--- src/inc/flash_array_pkg.sv ---
package flash_array_pkg;
   // Register byte addresses on the Avalon-MM word bus
   localparam logic [3:0] array_select_addr  = 4'h0;
   localparam logic [3:0] control_addr       = 4'h4;
   localparam logic [3:0] protection_key_addr = 4'h8;
   localparam logic [3:0] destination_addr   = 4'hc;
   localparam logic [3:0] status_addr        = 4'h0;

   localparam logic [7:0] boot_array_key     = 8'haa;
   localparam logic [7:0] array_select_rst   = 8'h00;
   localparam logic [7:0] download_key       = 8'ha5;

   // Control register field positions
   localparam int         start_bit_pos      = 0;
   // Status word field positions (control register read)
   localparam int         busy_pos           = 0;
   localparam int         boot_sel_pos       = 1;
   localparam int         prog_ok_pos        = 2;

   // Count at which a busy download completes; busy lasts 9 cycles (count 0 to 8)
   localparam logic [3:0] download_cycles    = 4'h8;

   typedef enum logic [1:0] {
      mode_user_program = 2'b00,
      mode_user_boot    = 2'b01,
      mode_boot         = 2'b10,
      mode_programmer   = 2'b11
   } op_mode_e;

   typedef enum logic [0:0] {
      dl_idle = 1'b0,
      dl_busy = 1'b1
   } dl_state_e;
endpackage

--- src/inc/reg_write_if.sv ---
`timescale 1ns/10ps
interface reg_write_if;
   logic       wr_en;
   logic [3:0] addr;
   logic [7:0] data;
   logic       ram_exec;
   modport bus  (output wr_en, output addr, output data, output ram_exec);
   modport core (input wr_en, input addr, input data, input ram_exec);
endinterface

--- src/download_ctrl.sv ---
`timescale 1ns/10ps
module download_ctrl (
   input  wire logic sys_clk,
   input  wire logic rstn,
   reg_write_if.core wr,
   output logic      start_reg,
   output logic [7:0] key_reg,
   output logic [7:0] dest_reg
);
   import flash_array_pkg::*;

   dl_state_e  state_reg;
   dl_state_e  state_next;
   logic [3:0] count_reg;
   logic [3:0] count_next;
   logic [7:0] key_next;
   logic [7:0] dest_next;
   wire        key_wr;
   wire        dest_wr;
   wire        start_req;
   wire        done;

   assign key_wr    = wr.wr_en && (wr.addr == protection_key_addr);
   assign dest_wr   = wr.wr_en && (wr.addr == destination_addr);
   // Start honoured only with the key in place and from RAM
   assign start_req = wr.wr_en && (wr.addr == control_addr)
                      && wr.data[start_bit_pos]
                      && (key_reg == download_key) && wr.ram_exec;
   assign done      = (state_reg == dl_busy) && (count_reg == download_cycles);

   always_comb begin
      state_next = state_reg;
      count_next = count_reg;
      unique case (state_reg)
         dl_idle: begin
            count_next = 4'h0;
            if (start_req) begin
               state_next = dl_busy;
            end
         end
         dl_busy: begin
            count_next = count_reg + 4'h1;
            if (done) begin
               state_next = dl_idle;
            end
         end
      endcase
   end

   assign key_next  = key_wr ? wr.data : key_reg;
   assign dest_next = dest_wr ? wr.data : dest_reg;

   always_ff @(posedge sys_clk) begin
      if (!rstn) begin
         state_reg <= dl_idle;
         count_reg <= 4'h0;
         key_reg   <= 8'h00;
         dest_reg  <= 8'h00;
      end else begin
         state_reg <= state_next;
         count_reg <= count_next;
         key_reg   <= key_next;
         dest_reg  <= dest_next;
      end
   end

   // Destination latched as written; software sets it before start
   assign start_reg = (state_reg == dl_busy);
endmodule

--- src/flash_array_select.sv ---
// Register access over Avalon-MM and the address map were left to the implementer.
`timescale 1ns/10ps
module flash_array_select (
   input  wire logic                       sys_clk,
   input  wire logic                       rstn,
   input  wire flash_array_pkg::op_mode_e  op_mode,
   input  wire logic                       ram_exec,
   input  wire logic                       prog_req,
   input  wire logic [3:0]                 avs_address,
   input  wire logic                       avs_read,
   input  wire logic                       avs_write,
   input  wire logic [31:0]                avs_writedata,
   input  wire logic [3:0]                 avs_byteenable,
   output logic [31:0]                     avs_readdata,
   output logic                            avs_waitrequest,
   output logic                            boot_array_sel,
   output logic                            prog_enable,
   output logic                            download_busy,
   output logic [7:0]                      download_destination
);
   import flash_array_pkg::*;

   reg_write_if wr ();

   logic [7:0]  flash_array_select_reg;
   logic [7:0]  flash_array_select_next;
   logic        init_reg;
   logic        ack_reg;
   logic [31:0] rdata_reg;
   logic [31:0] rdata_next;
   logic [7:0]  key_reg;
   logic        start_reg;
   wire         access;
   wire         sel_wr;
   wire         lane0;
   wire         boot_sel;
   wire [7:0]   status_word;

   // One wait cycle per access; a write acts only at the edge where the
   // master sees waitrequest low, so both sides agree on the moment
   assign access          = (avs_read || avs_write) && !ack_reg;
   assign avs_waitrequest = (avs_read || avs_write) && !ack_reg;
   assign lane0           = avs_byteenable[0];

   assign wr.wr_en    = avs_write && ack_reg && lane0;
   assign wr.addr     = avs_address;
   assign wr.data     = avs_writedata[7:0];
   assign wr.ram_exec = ram_exec;

   // Non-RAM writes fall through and keep the old value
   assign sel_wr = wr.wr_en && (avs_address == array_select_addr)
                   && ram_exec;
   assign flash_array_select_next = sel_wr ? wr.data
                                           : flash_array_select_reg;

   assign boot_sel = (flash_array_select_reg == boot_array_key);

   // User boot array only programmable in boot or programmer mode
   assign prog_enable = prog_req
                        && (!boot_sel || op_mode == mode_boot
                            || op_mode == mode_programmer);

   assign status_word = {5'h00, prog_enable, boot_sel, start_reg};

   always_comb begin
      rdata_next = 32'h0000_0000;
      unique case (avs_address)
         array_select_addr:  rdata_next = {24'h0, flash_array_select_reg};
         control_addr:       rdata_next = {24'h0, status_word};
         protection_key_addr: rdata_next = {24'h0, key_reg};
         destination_addr:   rdata_next = {24'h0, download_destination};
         default:            rdata_next = 32'h0000_0000;
      endcase
   end

   always_ff @(posedge sys_clk) begin
      if (!rstn) begin
         ack_reg   <= 1'b0;
         rdata_reg <= 32'h0000_0000;
      end else begin
         ack_reg   <= access;
         rdata_reg <= (access && avs_read) ? rdata_next : rdata_reg;
      end
   end

   // Mode is sampled at the first clock after reset release, not in reset
   always_ff @(posedge sys_clk) begin
      if (!rstn) begin
         init_reg               <= 1'b1;
         flash_array_select_reg <= array_select_rst;
      end else if (init_reg) begin
         init_reg               <= 1'b0;
         flash_array_select_reg <= (op_mode == mode_user_boot)
                                   ? boot_array_key
                                   : array_select_rst;
      end else begin
         flash_array_select_reg <= flash_array_select_next;
      end
   end

   download_ctrl u_download_ctrl (
      .sys_clk   (sys_clk),
      .rstn      (rstn),
      .wr        (wr.core),
      .start_reg (start_reg),
      .key_reg   (key_reg),
      .dest_reg  (download_destination)
   );

   assign avs_readdata   = rdata_reg;
   assign boot_array_sel = boot_sel;
   assign download_busy  = start_reg;
endmodule

--- config.mk ---
export PLATFORM = sky130hd
export DESIGN_NAME = flash_array_select
export DESIGN_NICKNAME = d
export VERILOG_FILES = /design/src/inc/flash_array_pkg.sv /design/src/inc/reg_write_if.sv /design/src/download_ctrl.sv /design/src/flash_array_select.sv
export SDC_FILE = /design/constraint.sdc
export NUM_CORES = 1
export LEC_CHECK = 0
export BUFFER_PORTS_ARGS = -buffer_cell sky130_fd_sc_hd__buf_2
export CORE_UTILIZATION = 45
export DETAILED_ROUTE_END_ITERATION = 8
export HOLD_SLACK_MARGIN = 0.12
export PLACE_DENSITY = 0.79
export SYNTH_ARGS = -nofsm -noshare
export SYNTH_HDL_FRONTEND = slang
export SYNTH_SLANG_ARGS = --single-unit
--- constraint.sdc ---
create_clock -name sys_clk -period 2.5 [get_ports sys_clk]
set_input_delay 0.25 -clock sys_clk [delete_from_list [all_inputs] [get_ports sys_clk]]
set_output_delay 0.25 -clock sys_clk [all_outputs]
set_load 0.02 [all_outputs]
==> results.md <==
- The floorplan step defined a die boundary enclosing approximately 0.0044 mm2.
- IR analysis of the VDD net gives a maximum drop of 0.284 mV.
- Summing internal, switching and leakage power gives 0.00128 W.
- Based on the critical path, the design can be clocked at up to 561 MHz.
- The capture endpoint of the worst hold path is u_download_ctrl.dest_reg[1].
- The path class of the tightest hold or removal check is primary input to flip-flop.
- The initial antenna violation count is 0.
- The number of iterations in the first detailed-routing pass is 5.
- The number of design-rule violations left by the first detailed-router iteration is 43.
- The run finished with clean final reports.
- From bottom edge to top edge, the die measures between 60 and 70 um.
- The number of resized instances in the post-cts repair step is 0.
- The final global-route overflow total is 0.
- The number of clock buffers inserted by TritonCTS is 5.
- Clock-pin slew was measured on the worst setup and hold paths at 80 ps.
- The post-place setup slack is between 600 and 700 ps.
- In the routed layout, each cell is associated on average with a via count of 5.14.
- The first global-routing pass estimated 6270 um of wire.
- Of all flip-flops after synthesis, the portion carrying an async set or reset was 0%.
- For met1 alone, demand over resource in global routing was 24.1%.
- In this run, distinct cell masters in the synthesized netlist total 36.
- Summed over all failing endpoints, the final setup total negative slack is 0 ps.
- The signal on the critical path passes through and4bb_2 > nand4b_1 > mux2i_1 > nor2_1.
- The delay of the slowest critical-path stage is 550 ps.
- For the final database, setup skew stands at roughly 7.5 ps.
- The number of nets still failing antenna checks after routing is 0.
- After global routing, the most crowded layer is met2.
- Measured against its own limit, the worst slew margin works out to 51.5%.
- The most frequently used flop master after synthesis is sky130_fd_sc_hd__dfxtp_1.
- The startpoint identified for the worst hold timing path is avs_writedata[1].
- STA puts the critical path data arrival time at about 2000 ps.
- Broken down by cell family, the worst path's largest delay share belongs to simple AND/OR/NAND/NOR gates.
- The final net count is about 280.
- The number of endpoints with negative hold slack in the final report is 0.
- The worst register-to-register path begins at ack_reg.
- The analysis attributes to cell leakage a power of 1.07 nW.
- The post-CTS setup buffer count is 0.
- The buffer cell driving the clock tree root is sky130_fd_sc_hd__clkbuf_8.
- The post-synthesis sequential area ratio is 41.9%.
- The total number of clock tree sinks is 39.
- Summing over every cut layer, the via total after detailed routing is around 1500.
- Yosys printed 0 warnings.
- The die is about 66 um wide.
- The top cell types in the final layout, fill and taps aside, are sky130_fd_sc_hd__buf_2 (40), sky130_fd_sc_hd__dfxtp_1 (39), sky130_fd_sc_hd__nor2_1 (32).
- The met3 capacity usage during global routing is ~5.2%.
- The period utilization is 71.3%.
- At the pin with the least slew margin, the transition time is between 700 and 800 ps.
- The minimum clock period after layout is 1780 ps.
- The mapped cell area is 0.00186 mm2.
- The cell area power density is ~610 mW/mm2.
- The worst hold path cell count is 3.
- The final wirelength is 3870 um.
- The average footprint of a synthesized cell is around 9.7 um2.
- At the end of routability-driven placement, the weighted congestion stood at 0.789.
- The required time at the endpoint of the critical path is 2660 ps.
- TritonCTS built the clock tree.
- The cell count after synthesis came out at 193.
- The post-detailed-route DRC marker count is 0.
- 0 antenna diodes ended up in the layout.
- In the post-route analysis, the smallest setup slack over all paths is 716 ps.
- The detailed-placement wirelength estimate is 2760 um.
- The cell at the slowest stage of the critical path is sky130_fd_sc_hd__nand4b_1.
- The number of failing setup endpoints in the final timing report is 0.
- Entering global routing, the biggest net connects 27 pins.
- After synthesis the netlist holds a flip-flop and latch count of 39.
- Port buffering added 40 buffers.
- Across every metal layer, demand over resource in global routing totals 19.4%.
- The number of max-slew violations in the final report came to 0.
- For met2 alone, demand over resource in global routing was a little under a third.
- Yosys mapped a number of flops with a built-in enable equal to 0.
- The placeable core area is approximately 0.0040 mm2.
- The ratio of cells with drive above 1 in the final layout is 22.7%.
- The worst register-to-register path ends at u_download_ctrl.key_reg[5].
- Compared with the post-synthesis result, the final layout area differs by 13.8%.
- In the final routed layout, each cell accounts on average for roughly 14 um.
- Along the worst path, the maximum fanout reaches 8.
- The number of H-tree levels is 2.
- The number of I/O pins is between 90 and 100.
- Measured in cells, the most critical reg-to-reg path has a length of 4.
- Final hold analysis gives a worst-case slack of 213 ps.
- For flop-to-flop paths, the worst setup slack is 720 ps.
- The clock passes through at most 2 buffers.
- The clock reaches the later pin of the worst-skew pair after 300 ps.
- The number of rows created at floorplan is 23.
- For this configuration, the core starts out at a cell density of 46.6%.
- The worst setup path is captured at a flip-flop.
- The number of buffers and inverters on the critical path is 0.
- Cells fill a little over half of the core in the end.
- The class of the most critical setup path is flip-flop to flip-flop.
- The via count of the first global-routing pass was ~1300.
- The number of violations of the max-capacitance limit is 0.
- The worst setup path is launched from a flip-flop.
- The most common cell after layout, fill and taps aside is sky130_fd_sc_hd__buf_2.
- In this run, post-CTS hold repair placed 0 buffers.
- Setup repair after global routing left no endpoint under its margin.
[cell type report]
| cell class | instances | area [um2] |
|---|---|---|
| multi-input combinational | 142 | 943 |
| fill | 397 | 1880 |
| clock inverter | 2 | 35.0 |
| sequential | 39 | 781 |
| timing repair buffer | 40 | 200 |
| clock buffer | 6 | 82.6 |
| inverter | 4 | 15.0 |
| tap | 50 | 62.6 |
[report_power, final]
group	switching, W	internal [W]
clock network	0.000224	0.000323
logic	0.0000793	0.0000277
registers	0.00000389	0.000626
total	0.000307	0.000977
[through the flow]
step	instances	instance area [um2]
2_1_floorplan	216	1950
3_3_place_gp	275	2000
3_5_place_dp	275	2000
4_1_cts	283	2120
5_1_grt	283	2120
6_report	283	2120
[cell usage after synthesis, types with 3 or more instances]
| library cell | n | share of area, % |
|---|---|---|
| sky130_fd_sc_hd__nor4bb_1 | 3 | 1.6 |
| sky130_fd_sc_hd__inv_1 | 3 | 0.60 |
| sky130_fd_sc_hd__mux2i_1 | 31 | 17 |
| sky130_fd_sc_hd__buf_4 | 24 | 9.7 |
| sky130_fd_sc_hd__buf_2 | 3 | 0.81 |
| sky130_fd_sc_hd__dfxtp_1 | 39 | 42 |
| sky130_fd_sc_hd__o21ai_0 | 6 | 1.6 |
| sky130_fd_sc_hd__clkbuf_1 | 4 | 0.81 |
| sky130_fd_sc_hd__nor2_1 | 32 | 6.4 |
| sky130_fd_sc_hd__a22oi_1 | 7 | 2.8 |
| sky130_fd_sc_hd__nand2_1 | 5 | 1.0 |
| sky130_fd_sc_hd__o2bb2ai_1 | 6 | 2.8 |
[worst min-delay path, cell delays in order]
cell and delay (ps):
sky130_fd_sc_hd__buf_2 100, sky130_fd_sc_hd__mux2i_1 60, sky130_fd_sc_hd__nor2_1 70
[cell families (layout without fill, tap and decap cells)]
kind of cell    after synthesis  in the layout  synth area share [%]
simple gates                 58             58                  16.5
compound gates               24             24                  9.13
buf+inv                      35             52                  12.1
fa+ha+maj                     2              2                  1.34
mux                          32             32                  17.9
xor+xnor                      2              2                 0.940
other cells                   1             24                 0.201
flops                        39             39                  41.9
[layer usage]
metal	up-vias	wire length (um)
met2	51	1820
met1	691	1790
met5	-	0
li1	704	-
met4	0	76
met3	8	180
[worst max path at each step]
| stage | from | endpoint | slack, ps | depth (start not counted) |
|---|---|---|---|---|
| floorplan | u_download_ctrl.key_reg[2] | u_download_ctrl.start_reg | 1160 | 3 |
| global placement | avs_address[3] | u_download_ctrl.dest_reg[6] | 760 | 5 |
| detailed placement | avs_address[0] | u_download_ctrl.key_reg[5] | 700 | 5 |
| CTS | ack_reg | u_download_ctrl.key_reg[5] | 740 | 4 |
| global route | ack_reg | u_download_ctrl.key_reg[5] | 630 | 4 |
| finish | ack_reg | u_download_ctrl.key_reg[5] | 720 | 4 |
No activity file was read; power rests on OpenSTA's default activity.
